$ cat src/rtl/suf_pkg.sv
// Constants, states and group table shared by the status upload framer.
`default_nettype none

package suf_pkg;

  // ----------------------------------------------------------------
  // Frame layout
  // ----------------------------------------------------------------
  localparam int HDR_BYTES = 6;
  localparam logic [7:0] PROTO_ID_BYTE = 8'h00;
  localparam logic [7:0] HDR_LEN_HI = 8'h00;
  localparam logic [7:0] HDR_LEN_BIAS = 8'h03;
  localparam logic [7:0] DEFAULT_STATION = 8'h01;
  localparam logic [7:0] UPLOAD_CODE = 8'h8b;
  localparam logic [7:0] GROUP_OVERHEAD = 8'h02;
  localparam int ID_MAX_CHARS = 20;
  localparam int ID_IW = 5;
  localparam logic [ID_IW-1:0] ID_MAX_LEN = 5'h14;

  // ----------------------------------------------------------------
  // Acknowledgement layout
  // ----------------------------------------------------------------
  localparam logic [2:0] ACK_LEN_HI_POS = 3'h4;
  localparam logic [2:0] ACK_LEN_LO_POS = 3'h5;
  localparam logic [2:0] ACK_ADDR_POS = 3'h6;
  localparam logic [2:0] ACK_CODE_POS = 3'h7;
  localparam logic [7:0] ACK_LEN_HI = 8'h00;
  localparam logic [7:0] ACK_LEN_LO = 8'h02;

  // ----------------------------------------------------------------
  // Group table, in emission order
  // ----------------------------------------------------------------
  localparam int NUM_GROUPS = 8;
  localparam logic [7:0] GROUP_TYPE [NUM_GROUPS] = '{
    8'h01, 8'h02, 8'h0b, 8'h0c, 8'h16, 8'h17, 8'h07, 8'h0d
  };
  localparam logic [NUM_GROUPS-1:0] GROUP_IS_ANA = 8'b1010_1100;
  localparam logic [1:0] GROUP_SLOT [NUM_GROUPS] = '{
    2'h0, 2'h1, 2'h0, 2'h1, 2'h2, 2'h2, 2'h3, 2'h3
  };

  typedef enum logic [9:0] {
    ST_IDLE  = 10'b00_0000_0001,
    ST_HDR   = 10'b00_0000_0010,
    ST_ADDR  = 10'b00_0000_0100,
    ST_CODE  = 10'b00_0000_1000,
    ST_LEN   = 10'b00_0001_0000,
    ST_IDLEN = 10'b00_0010_0000,
    ST_IDSTR = 10'b00_0100_0000,
    ST_GTYPE = 10'b00_1000_0000,
    ST_GLEN  = 10'b01_0000_0000,
    ST_GDATA = 10'b10_0000_0000
  } suf_state_t;

endpackage : suf_pkg

`default_nettype wire

$ cat src/rtl/suf_fifo.sv
// Small byte FIFO between the frame builder and the outgoing stream.
`default_nettype none

module suf_fifo #(
  parameter int WIDTH = 8,
  parameter int DEPTH = 4
) (
  // Clock and reset
  input wire logic clk,
  input wire logic sys_rst,
  // Filling side
  input wire logic in_valid,
  output logic in_ready,
  input wire logic [WIDTH-1:0] in_data,
  // Draining side
  output logic out_valid,
  input wire logic out_ready,
  output logic [WIDTH-1:0] out_data
);

  localparam int AW = (DEPTH > 1) ? $clog2(DEPTH) : 1;

  typedef struct packed {
    logic [DEPTH-1:0][WIDTH-1:0] mem;
    logic [AW-1:0] wr;
    logic [AW-1:0] rd;
    logic [AW:0] cnt;
  } suf_fifo_regs_t;

  suf_fifo_regs_t st_reg;
  suf_fifo_regs_t st_next;
  logic push;
  logic pop;

  assign in_ready = (st_reg.cnt != (AW + 1)'(DEPTH));
  assign out_valid = (st_reg.cnt != '0);
  assign out_data = st_reg.mem[st_reg.rd];
  assign push = in_valid && in_ready;
  assign pop = out_valid && out_ready;

  always_comb
  begin
    st_next = st_reg;
    if (push)
    begin
      st_next.mem[st_reg.wr] = in_data;
      st_next.wr = (st_reg.wr == AW'(DEPTH - 1)) ? '0 : st_reg.wr + 1'b1;
    end
    if (pop)
    begin
      st_next.rd = (st_reg.rd == AW'(DEPTH - 1)) ? '0 : st_reg.rd + 1'b1;
    end
    if (push && !pop)
    begin
      st_next.cnt = st_reg.cnt + 1'b1;
    end
    else if (pop && !push)
    begin
      st_next.cnt = st_reg.cnt - 1'b1;
    end
  end

  always_ff @(posedge clk)
  begin
    if (sys_rst)
    begin
      st_reg <= '0;
    end
    else
    begin
      st_reg <= st_next;
    end
  end

endmodule : suf_fifo

`default_nettype wire

$ cat src/rtl/suf_ack_check.sv
// Checker for the eight-byte acknowledgement returned by the server.
`default_nettype none

module suf_ack_check (
  // Clock and reset
  input wire logic clk,
  input wire logic sys_rst,
  // Control
  input wire logic clear,
  input wire logic [7:0] station,
  // Reply bytes
  input wire logic rx_valid,
  input wire logic [7:0] rx_data,
  // Result
  output logic ack_ok,
  output logic ack_err
);

  typedef struct packed {
    logic [2:0] pos;
    logic bad;
    logic ok;
    logic err;
  } suf_ack_regs_t;

  suf_ack_regs_t st_reg;
  suf_ack_regs_t st_next;
  logic byte_bad;

  assign ack_ok = st_reg.ok;
  assign ack_err = st_reg.err;

  // The transaction bytes are not compared: servers may echo any value there.
  always_comb
  begin
    unique case (st_reg.pos)
      suf_pkg::ACK_LEN_HI_POS: byte_bad = (rx_data != suf_pkg::ACK_LEN_HI);
      suf_pkg::ACK_LEN_LO_POS: byte_bad = (rx_data != suf_pkg::ACK_LEN_LO);
      suf_pkg::ACK_ADDR_POS: byte_bad = (rx_data != station);
      suf_pkg::ACK_CODE_POS: byte_bad = (rx_data != suf_pkg::UPLOAD_CODE);
      default: byte_bad = 1'b0;
    endcase
  end

  always_comb
  begin
    st_next = st_reg;
    st_next.ok = 1'b0;
    st_next.err = 1'b0;
    if (clear)
    begin
      st_next.pos = '0;
      st_next.bad = 1'b0;
    end
    else if (rx_valid)
    begin
      st_next.pos = st_reg.pos + 1'b1;
      st_next.bad = st_reg.bad || byte_bad;
      if (st_reg.pos == suf_pkg::ACK_CODE_POS)
      begin
        st_next.bad = 1'b0;
        st_next.ok = !(st_reg.bad || byte_bad);
        st_next.err = st_reg.bad || byte_bad;
      end
    end
  end

  always_ff @(posedge clk)
  begin
    if (sys_rst)
    begin
      st_reg <= '0;
    end
    else
    begin
      st_reg <= st_next;
    end
  end

endmodule : suf_ack_check

`default_nettype wire

$ cat src/rtl/suf_framer.sv
// Status upload frame builder with output FIFO and reply checker.
`default_nettype none

module suf_framer #(
  parameter int MAX_DIG = 32,
  parameter int MAX_ANA = 8,
  parameter int FIFO_DEPTH = 4
) (
  // Clock and reset
  input wire logic clk,
  input wire logic sys_rst,
  // Frame request
  input wire logic start,
  output logic busy,
  output logic frame_done,
  // Frame configuration
  input wire logic [15:0] trans_id,
  input wire logic trans_id_auto,
  input wire logic addr_override,
  input wire logic [7:0] station_addr,
  input wire logic [suf_pkg::ID_IW-1:0] id_length,
  input wire logic [suf_pkg::ID_MAX_CHARS-1:0][7:0] id_chars,
  // Digital groups
  input wire logic [$clog2(MAX_DIG+1)-1:0] din_count,
  input wire logic [MAX_DIG-1:0] din_bits,
  input wire logic [$clog2(MAX_DIG+1)-1:0] dout_count,
  input wire logic [MAX_DIG-1:0] dout_bits,
  input wire logic [$clog2(MAX_DIG+1)-1:0] dflag_count,
  input wire logic [MAX_DIG-1:0] dflag_bits,
  input wire logic [$clog2(MAX_DIG+1)-1:0] blk_stat_count,
  input wire logic [MAX_DIG-1:0] blk_stat_bits,
  // Analogue groups
  input wire logic [$clog2(MAX_ANA+1)-1:0] ana_in_count,
  input wire logic [MAX_ANA-1:0][15:0] analog_input_values,
  input wire logic [$clog2(MAX_ANA+1)-1:0] ana_out_count,
  input wire logic [MAX_ANA-1:0][15:0] analog_output_values,
  input wire logic [$clog2(MAX_ANA+1)-1:0] ana_flag_count,
  input wire logic [MAX_ANA-1:0][15:0] analog_flag_values,
  input wire logic [$clog2(MAX_ANA+1)-1:0] blk_ana_count,
  input wire logic [MAX_ANA-1:0][15:0] block_analog_values,
  // Outgoing byte stream
  output logic tx_valid,
  input wire logic tx_ready,
  output logic [7:0] tx_data,
  // Reply byte stream
  input wire logic rx_valid,
  input wire logic [7:0] rx_data,
  output logic ack_ok,
  output logic ack_err,
  output logic ack_pending
);

  // ----------------------------------------------------------------
  // Local widths and state
  // ----------------------------------------------------------------
  localparam int DCW = $clog2(MAX_DIG + 1);
  localparam int ACW = $clog2(MAX_ANA + 1);
  localparam int DBW = $clog2(MAX_DIG / 8);
  localparam int AIW = $clog2(MAX_ANA);
  localparam int LAST_GRP = suf_pkg::NUM_GROUPS - 1;
  localparam int ID_W = suf_pkg::ID_IW;

  typedef struct packed {
    suf_pkg::suf_state_t state;
    logic [7:0] idx;
    logic [2:0] grp;
    logic [15:0] tid_cnt;
    logic done;
    logic pending;
  } suf_frm_regs_t;

  suf_frm_regs_t st_reg;
  suf_frm_regs_t st_next;

  logic [DCW-1:0] dig_cnt [4];
  logic [MAX_DIG-1:0] dig_bits [4];
  logic [MAX_DIG-1:0] dig_masked [4];
  logic [ACW-1:0] ana_cnt [4];
  logic [MAX_ANA-1:0][15:0] ana_val [4];
  logic [7:0] grp_len [suf_pkg::NUM_GROUPS];
  logic [7:0] frame_len, station, data_byte, emit_byte;
  logic [ID_W-1:0] id_len;
  logic [15:0] tid, ana_word;
  logic [1:0] slot;
  logic emit, fifo_ready, fire, accept;

  // ----------------------------------------------------------------
  // Group sources
  // ----------------------------------------------------------------
  assign dig_cnt = '{din_count, dout_count, dflag_count, blk_stat_count};
  assign dig_bits = '{din_bits, dout_bits, dflag_bits, blk_stat_bits};
  assign ana_cnt = '{ana_in_count, ana_out_count, ana_flag_count, blk_ana_count};
  assign ana_val = '{analog_input_values, analog_output_values, analog_flag_values,
    block_analog_values};

  // Points beyond the configured count read as zero so that padding bits
  // of the last byte never carry stale input levels.
  for (genvar s = 0; s < 4; s++)
  begin : g_mask
    for (genvar i = 0; i < MAX_DIG; i++)
    begin : g_bit
      assign dig_masked[s][i] = dig_bits[s][i] && (DCW'(i) < dig_cnt[s]);
    end
  end

  // ----------------------------------------------------------------
  // Lengths
  // ----------------------------------------------------------------
  always_comb
  begin
    id_len = (id_length > suf_pkg::ID_MAX_LEN) ? suf_pkg::ID_MAX_LEN : id_length;
    frame_len = 8'h01 + 8'(id_len);
    for (int g = 0; g < suf_pkg::NUM_GROUPS; g++)
    begin
      if (suf_pkg::GROUP_IS_ANA[g])
      begin
        grp_len[g] = 8'({ana_cnt[suf_pkg::GROUP_SLOT[g]], 1'b0});
      end
      else
      begin
        grp_len[g] = 8'((dig_cnt[suf_pkg::GROUP_SLOT[g]] + 8'h07) >> 3);
      end
      if (grp_len[g] != 8'h00)
      begin
        frame_len = frame_len + suf_pkg::GROUP_OVERHEAD + grp_len[g];
      end
    end
  end

  assign station = addr_override ? station_addr : suf_pkg::DEFAULT_STATION;
  assign tid = trans_id_auto ? st_reg.tid_cnt : trans_id;

  // ----------------------------------------------------------------
  // Current group data byte
  // ----------------------------------------------------------------
  assign slot = suf_pkg::GROUP_SLOT[st_reg.grp];
  assign ana_word = ana_val[slot][st_reg.idx[AIW:1]];

  always_comb
  begin
    if (suf_pkg::GROUP_IS_ANA[st_reg.grp])
    begin
      data_byte = st_reg.idx[0] ? ana_word[7:0] : ana_word[15:8];
    end
    else
    begin
      data_byte = dig_masked[slot][{st_reg.idx[DBW-1:0], 3'b000} +: 8];
    end
  end

  // ----------------------------------------------------------------
  // Frame sequencer
  // ----------------------------------------------------------------
  // Configuration is not captured: it must hold steady while busy, saving a wide register.
  assign accept = start && (st_reg.state == suf_pkg::ST_IDLE);
  assign fire = emit && fifo_ready;

  always_comb
  begin
    st_next = st_reg;
    st_next.done = 1'b0;
    emit = 1'b0;
    emit_byte = 8'h00;
    unique case (st_reg.state)
      suf_pkg::ST_IDLE:
      begin
        if (start)
        begin
          st_next.state = suf_pkg::ST_HDR;
          st_next.idx = 8'h00;
          st_next.grp = 3'h0;
        end
      end
      suf_pkg::ST_HDR:
      begin
        emit = 1'b1;
        unique case (st_reg.idx)
          8'h00: emit_byte = tid[15:8];
          8'h01: emit_byte = tid[7:0];
          8'h02: emit_byte = suf_pkg::PROTO_ID_BYTE;
          8'h03: emit_byte = suf_pkg::PROTO_ID_BYTE;
          8'h04: emit_byte = suf_pkg::HDR_LEN_HI;
          default: emit_byte = frame_len + suf_pkg::HDR_LEN_BIAS;
        endcase
        if (fire)
        begin
          st_next.idx = st_reg.idx + 8'h01;
          if (st_reg.idx == 8'(suf_pkg::HDR_BYTES - 1))
          begin
            st_next.state = suf_pkg::ST_ADDR;
          end
        end
      end
      suf_pkg::ST_ADDR:
      begin
        emit = 1'b1;
        emit_byte = station;
        if (fire)
        begin
          st_next.state = suf_pkg::ST_CODE;
        end
      end
      suf_pkg::ST_CODE:
      begin
        emit = 1'b1;
        emit_byte = suf_pkg::UPLOAD_CODE;
        if (fire)
        begin
          st_next.state = suf_pkg::ST_LEN;
        end
      end
      suf_pkg::ST_LEN:
      begin
        emit = 1'b1;
        emit_byte = frame_len;
        if (fire)
        begin
          st_next.state = suf_pkg::ST_IDLEN;
        end
      end
      suf_pkg::ST_IDLEN:
      begin
        emit = 1'b1;
        emit_byte = 8'(id_len);
        if (fire)
        begin
          st_next.idx = 8'h00;
          st_next.state = (id_len == '0) ? suf_pkg::ST_GTYPE : suf_pkg::ST_IDSTR;
        end
      end
      suf_pkg::ST_IDSTR:
      begin
        emit = 1'b1;
        emit_byte = id_chars[st_reg.idx[ID_W-1:0]];
        if (fire)
        begin
          st_next.idx = st_reg.idx + 8'h01;
          if (st_reg.idx == 8'(id_len) - 8'h01)
          begin
            st_next.state = suf_pkg::ST_GTYPE;
          end
        end
      end
      suf_pkg::ST_GTYPE:
      begin
        // An empty group costs one idle cycle and no bytes.
        if (grp_len[st_reg.grp] == 8'h00)
        begin
          if (st_reg.grp == 3'(LAST_GRP))
          begin
            st_next.state = suf_pkg::ST_IDLE;
            st_next.done = 1'b1;
          end
          else
          begin
            st_next.grp = st_reg.grp + 3'h1;
          end
        end
        else
        begin
          emit = 1'b1;
          emit_byte = suf_pkg::GROUP_TYPE[st_reg.grp];
          if (fire)
          begin
            st_next.state = suf_pkg::ST_GLEN;
          end
        end
      end
      suf_pkg::ST_GLEN:
      begin
        emit = 1'b1;
        emit_byte = grp_len[st_reg.grp];
        if (fire)
        begin
          st_next.idx = 8'h00;
          st_next.state = suf_pkg::ST_GDATA;
        end
      end
      suf_pkg::ST_GDATA:
      begin
        emit = 1'b1;
        emit_byte = data_byte;
        if (fire)
        begin
          st_next.idx = st_reg.idx + 8'h01;
          if (st_reg.idx == grp_len[st_reg.grp] - 8'h01)
          begin
            if (st_reg.grp == 3'(LAST_GRP))
            begin
              st_next.state = suf_pkg::ST_IDLE;
              st_next.done = 1'b1;
            end
            else
            begin
              st_next.grp = st_reg.grp + 3'h1;
              st_next.state = suf_pkg::ST_GTYPE;
            end
          end
        end
      end
      default:
      begin
        st_next.state = suf_pkg::ST_IDLE;
      end
    endcase
    // A reply landing in the same cycle as a new frame end leaves the
    // newer frame pending: the set wins.
    if (ack_ok || ack_err)
    begin
      st_next.pending = 1'b0;
    end
    if (st_next.done)
    begin
      st_next.tid_cnt = st_reg.tid_cnt + 16'h0001;
      st_next.pending = 1'b1;
    end
  end

  always_ff @(posedge clk)
  begin
    if (sys_rst)
    begin
      st_reg <= '{state: suf_pkg::ST_IDLE, default: '0};
    end
    else
    begin
      st_reg <= st_next;
    end
  end

  assign busy = (st_reg.state != suf_pkg::ST_IDLE);
  assign frame_done = st_reg.done;
  assign ack_pending = st_reg.pending;

  // ----------------------------------------------------------------
  // Output buffer and reply checker
  // ----------------------------------------------------------------
  suf_fifo #(
    .WIDTH(8),
    .DEPTH(FIFO_DEPTH)
  ) u_fifo (
    .clk(clk),
    .sys_rst(sys_rst),
    .in_valid(emit),
    .in_ready(fifo_ready),
    .in_data(emit_byte),
    .out_valid(tx_valid),
    .out_ready(tx_ready),
    .out_data(tx_data)
  );

  suf_ack_check u_ack (
    .clk(clk),
    .sys_rst(sys_rst),
    .clear(accept),
    .station(station),
    .rx_valid(rx_valid),
    .rx_data(rx_data),
    .ack_ok(ack_ok),
    .ack_err(ack_err)
  );

endmodule : suf_framer

`default_nettype wire

$ cat config.mk
export PLATFORM = sky130hd
export DESIGN_NAME = suf_framer
export DESIGN_NICKNAME = d
export VERILOG_FILES = /design/src/rtl/suf_pkg.sv /design/src/rtl/suf_fifo.sv /design/src/rtl/suf_ack_check.sv /design/src/rtl/suf_framer.sv
export SDC_FILE = /design/constraint.sdc
export NUM_CORES = 1
export LEC_CHECK = 0
export ABC_AREA = 1
export ABC_CLOCK_PERIOD_IN_PS = 25600
export BUFFER_PORTS_ARGS = -buffer_cell sky130_fd_sc_hd__buf_2
export CORE_AREA = 4 4 352 354
export CTS_BUF_LIST = sky130_fd_sc_hd__clkbuf_2 sky130_fd_sc_hd__clkbuf_4 sky130_fd_sc_hd__clkbuf_8
export CTS_CLUSTER_SIZE = 12
export DETAILED_ROUTE_END_ITERATION = 8
export DIE_AREA = 0 0 356 358
export GPL_TIMING_DRIVEN = 0
export MAX_ROUTING_LAYER = met4
export PLACE_DENSITY = 0.39
export SLEW_MARGIN = 15
export SYNTH_ARGS = -nofsm -noshare
export SYNTH_HDL_FRONTEND = slang
export SYNTH_SLANG_ARGS = --single-unit
$ cat constraint.sdc
create_clock -name clk -period 25.6 [get_ports clk]
set_input_delay 3.84 -clock clk [delete_from_list [all_inputs] [get_ports clk]]
set_output_delay 3.84 -clock clk [all_outputs]
set_load 0.05 [all_outputs]
==> results of run 1 <==
-- stage by stage --
step,cell area (µm²),std cells
after global placement,23500,5488
after global routing,23900,5569
after CTS,23700,5505
after detailed placement,23600,5489
final,23900,5586
after floorplan,17000,2969
-- critical path, delay by kind of cell --
kind | cells | cell delay (ns)
AOI/OAI and AO/OA | 4 | 0.52
buffers and inverters | 11 | 0.82
and+or+nand+nor | 26 | 3.33
xor gates and xnor gates | 3 | 0.47
adders and majority gates | 18 | 5.98
-- worst paths after layout --
kind,startpoint,to,slack [ns],cells after the start
max,id_length[0],u_fifo.st_reg[12]$_SDFFE_PP0P_,10.97,62
min,u_fifo.st_reg[37]$_SDFFE_PP0P_,u_fifo.st_reg[37]$_SDFFE_PP0P_,0.46,2
max reg2reg,st_reg[22]$_SDFFE_PP0P_,u_fifo.st_reg[16]$_SDFFE_PP0P_,19.04,18
min reg2reg,u_fifo.st_reg[37]$_SDFFE_PP0P_,u_fifo.st_reg[37]$_SDFFE_PP0P_,0.46,2
-- routing by layer --
layer,part of all wire,wire [µm],vias to the layer above
met4,0.052,9760,0
li1,-,-,12400
met5,0,0,-
met3,0.069,12900,369
met2,0.46,85400,1547
met1,0.42,78200,13500
-- final cells by class --
class / instances / area share
Buffer: 180 / 0.0320
Tap cell: 1625 / 0.0849
Clock inverter: 7 / 0.00246
Multi-Input combinational cell: 2421 / 0.564
Timing Repair Buffer: 895 / 0.187
Inverter: 283 / 0.0446
Sequential cell: 85 / 0.0711
Clock buffer: 9 / 0.00517
Antenna cell: 81 / 0.00846
-- power groups by stage --
stage / registers, µW / clock network, µW / logic [µW]
2_1_floorplan: 171 / 0 / 2890
3_3_place_gp: 181 / 0 / 4070
3_5_place_dp: 181 / 0 / 4070
4_1_cts: 178 / 102 / 4090
5_1_grt: 181 / 105 / 4610
6_report: 178 / 97.8 / 4080
-- cell families after synthesis --
group,Yosys count
xor gates and xnor gates,42
AOI/OAI and AO/OA,949
buffers and inverters,463
and+or+nand+nor,1333
DFF,85
adders and majority gates,97
-- layout by cell type, fill, tap and decap left out, types with 37 or more instances in the layout --
cell,Yosys,routed
dfxtp_1,85,85
nor2_1,198,198
a21oi_1,339,339
nor3_1,37,37
inv_1,246,246
nand3_1,229,229
o21ai_0,209,209
ha_1,88,88
o211ai_1,38,38
nand2_1,726,726
diode_2,0,81
a221oi_1,86,86
clkbuf_1,93,84
buf_2,46,943
==> out/metrics.yaml, run 1 <==
status: "finished, final reports clean"
cts_setup_buffers: 0
final.period_utilization: 0.572
groute.layer.met2.usage: 0.457
power_density_nw_per_um2: 182
crit_fanout: 4
insertion_delay_ns: 0.40
synthAdderAreaFrac: 0.0752
async_flop_share: 0
p_clk_frac: 0.022
synthesis.nets: 3950
cts_tree: "built"
fin_util: 0.198
synthMuxAreaShare: 0
top_usage_layer: "met2"
first_iter_violations: 3011
drv_slew: 0
post-place-ws_ns: 10.55
slowest_delay_ns: 0.53
setup_slack_ns: 10.97
clkTransAtPathRegs_ns: 0.11
grt_overflow: 0
seq_area_frac_synth: 0.0999
yosys.area_share.simple: 0.343
port_buffers: 894
row_count: 128
cts_root_buffer: "clkbuf_8"
ys_seq_elements: 85
p_leak_uw: 0.0113
critPathKind: "input port to register"
grt_start_max_net_pins: 17
ir_drop_mv: 0.361
yosysTopAreaCellShare: 0.160
use_met1: 0.353
slowest_stage: "fa_1"
ys_types: 69
numCtsBuffers: 9
synth_warnings: 0
setup_tns_ns: 0
slew_headroom: 0.126
drive_gt1_frac: 0.286
hold_viol: 0
grt.total_usage: 0.285
routed_wirelength_um: 186000
grt_pass1_wl_um: 241000
netlist_area_um2: 17000
cts_sinks: 85
seq_power_share: 0.041
nFillCells: 14600
die_y_um: 358
worst_hold_slack_ns: 0.457
intPower_uw: 1550
vias: 27700
clock_path_buffers: 2
die_w_um: 356
rsz0062_at_grt: "no"
timing.final.crit_period_ns: 14.63
detail-route-antenna-nets: 0
dr.pass1.iters: 6
drc: 0
cp_data_required_time_ns: 25.91
io_pins: 898
max_freq_mhz: 68.3
synth_top_family_by_area: "compound AO/OA/AOI/OAI gates"
synth-xor-area-share: 0.0216
area_growth_syn_to_layout_pct: 40.6
syn_inst: 2969
antenna_found_initial: 133
power_uw: 4350
synth-compound-area-share: 0.353
gp_congestion: 0.981
seq_area_um2: 1700
multi_input_area_um2: 13500
crit_top_cell: "nand2_1"
synth_edf_count: 0
hold_class: "register to register"
finalSetupViolCount: 0
start_util: 0.141
die-area_um2: 127000
grt_pass1_vias: 27300
synth_top_area_cell: "nand2_1"
largest_register_ffs: 39
swShare: 0.645
cp-end-kind: "register"
synth_ff_type: "dfxtp_1"
met3_usage: 0.0469
hold_buffers: 0
h-tree-depth: 3
cp-start-kind: "input port"
drv_cap: 0
synth_area_leaders: "nand2_1 (16%), dfxtp_1 (10%), a21oi_1 (10%), nand3_1 (6.7%), ha_1 (6.5%)"
cp.arrival_ns: 14.94
comb_power_share: 0.937
cts_resized: 0
synth.most_common_cell: "nand2_1"
tightest_slew_ns: 1.31
clock_skew_ns: 0.0165
synth_area_per_cell_um2: 5.74
p_sw_uw: 2810
synth_common_cells: "nand2_1 (726), a21oi_1 (339), inv_1 (246)"
viasPerCell: 4.97
hpwlAfterDp_um: 160000
wl_per_cell_um: 33.3
fp.coreArea_um2: 121000
layout.nets: 4856
(Power assumes the default switching activity.)
==> run 2: changes to the inputs <==
ABC_CLOCK_PERIOD_IN_PS = 11800   (was 25600)
CORE_AREA = 4 4 344 346   (was 4 4 352 354)
DIE_AREA = 0 0 348 350   (was 0 0 356 358)
PLACE_DENSITY = 0.41   (was 0.39)
clock period = 11.8 ns   (was 25.6 ns; I/O delays follow)
==> out/metrics.yaml, run 2 (synthesis results as in run 1) <==
nFillCells: 13900
area_growth_syn_to_layout_pct: 43.5
cp-end-kind: "register"
slowest_stage: "fa_1"
status: "finished, final reports clean"
die_y_um: 350
p_leak_uw: 0.0114
detail-route-antenna-nets: 0
h-tree-depth: 3
cts_root_buffer: "clkbuf_8"
fin_util: 0.212
post-place-ws_ns: -1.27
power_density_nw_per_um2: 473
max_freq_mhz: 88.3
port_buffers: 894
multi_input_area_um2: 13900
hold_buffers: 0
gp_congestion: 0.998
grt.total_usage: 0.299
cts_sinks: 85
ir_drop_mv: 1.25
die-area_um2: 122000
start_util: 0.148
reg2reg_depth: 18
drv_cap: 0
r2r-start: "st_reg[22]$_SDFFE_PP0P_"
slew_headroom: 0.164
top_layer: "met4"
hold_start: "u_fifo.st_reg[32]$_SDFFE_PP0P_"
slowest_delay_ns: 0.54
clkTransAtPathRegs_ns: 0.11
setup_slack_ns: 0.471
drc: 0
io_pins: 898
tightest_slew_ns: 1.24
grt_pass1_vias: 27000
wl_met1_um: 78600
cp_data_required_time_ns: 12.11
final_cell_mix: "buf_2 (942), nand2_1 (712), a21oi_1 (335)"
hpwlAfterDp_um: 161000
fp.coreArea_um2: 115000
layout.nets: 4880
r2r_end: "u_fifo.st_reg[24]$_SDFFE_PP0P_"
numCtsBuffers: 9
cp.arrival_ns: 11.64
hold_depth: 2
min_to: "u_fifo.st_reg[32]$_SDFFE_PP0P_"
seq_area_um2: 1700
drive_gt1_frac: 0.307
routed_wirelength_um: 188000
dr.pass1.iters: 6
drv_slew: 0
wl_met2_um: 86800
crit_top_cell: "ha_4"
layout_commonest_cell: "buf_2"
grt_pass1_wl_um: 242000
die_w_um: 348
r2r_slack_ns: 5.43
insertion_delay_ns: 0.40
final_area_um2: 24400
hold_viol: 0
critPathKind: "input port to register"
cts_tree: "built"
crit_fanout: 4
timing.final.crit_period_ns: 11.33
clock_path_buffers: 2
largest_register_ffs: 39
finalSetupViolCount: 0
row_count: 125
clock_skew_ns: 0.0155
hold_class: "register to register"
dr_wl_met3_um: 13100
viasPerCell: 5.08
final.period_utilization: 0.960
vias: 28000
setup_tns_ns: 0
cp-start-kind: "input port"
grt_start_max_net_pins: 18
wl_per_cell_um: 34.1
first_iter_violations: 3058
placed_area_um2: 23400
grt_overflow: 0
antenna_found_initial: 125
[run 2: cell types whose count changed in the layout (fill, tap and decap cells not counted), sizes merged]
cell      previous run  this run
buf                982      1005
clkbuf             102       103
clkinv               9         7
clkinvlp             2         1
diode               81        82
inv                279       282
[run 2: repair_timing]
| item | 4_1_cts | 5_1_grt |
|---|---|---|
| setup endpoints to repair | 20 | 20 |
| gates resized for setup | 28 | 52 |
| setup buffers | 13 | 12 |
| pin swaps | 10 | 34 |
[run 2: worst max-delay path by stage]
stage,startpoint,to,slack [ns],cells past startpoint
after floorplan,id_length[0],u_fifo.st_reg[29]$_SDFFE_PP0P_,0.03,61
after global placement,id_length[4],u_fifo.st_reg[12]$_SDFFE_PP0P_,-1.21,59
after detailed placement,id_length[2],u_fifo.st_reg[12]$_SDFFE_PP0P_,-1.27,61
after CTS,id_length[0],u_fifo.st_reg[12]$_SDFFE_PP0P_,0.005,62
after global routing,id_length[1],u_fifo.st_reg[22]$_SDFFE_PP0P_,-0.08,65
final,id_length[1],u_fifo.st_reg[14]$_SDFFE_PP0P_,0.47,65
[run 2: power by group]
part / switching, µW / total [µW] / internal, µW
clock: 134 / 216 / 81.5
sequential: 54.0 / 387 / 333
combinational: 6700 / 10900 / 4250
[run 2: critical path, delay by kind of cell]
family	cells	cell delay, ns
fa+ha+maj	17	5.19
compound gates	4	0.52
xor+xnor	4	0.58
buf+inv	12	0.92
simple gates	28	2.65
[run 2: final cells by class]
type | instances | area share
inverter | 283 | 0.0437
antenna | 82 | 0.00840
multi-input combinational | 2421 | 0.570
tap | 1524 | 0.0780
clock buffer | 9 | 0.00507
timing repair buffer | 919 | 0.191
clock inverter | 7 | 0.00256
sequential | 85 | 0.0696
buffer | 180 | 0.0315
[run 2: metrics by stage]
| step | hold WS, ns | std cells | power, µW |
|---|---|---|---|
| 2_1_floorplan | 0.421 | 2969 | 6630 |
| 3_3_place_gp | 0.435 | 5387 | 9190 |
| 3_5_place_dp | 0.435 | 5387 | 9210 |
| 4_1_cts | 0.459 | 5416 | 10300 |
| 5_1_grt | 0.480 | 5494 | 12800 |
| 6_report | 0.459 | 5510 | 11600 |
[run 2: layer usage]
layer,up-vias,track usage
met1,13700,0.369
met2,1594,0.483
li1,12400,-
met3,339,0.0541
met4,0,0.123
met5,-,-
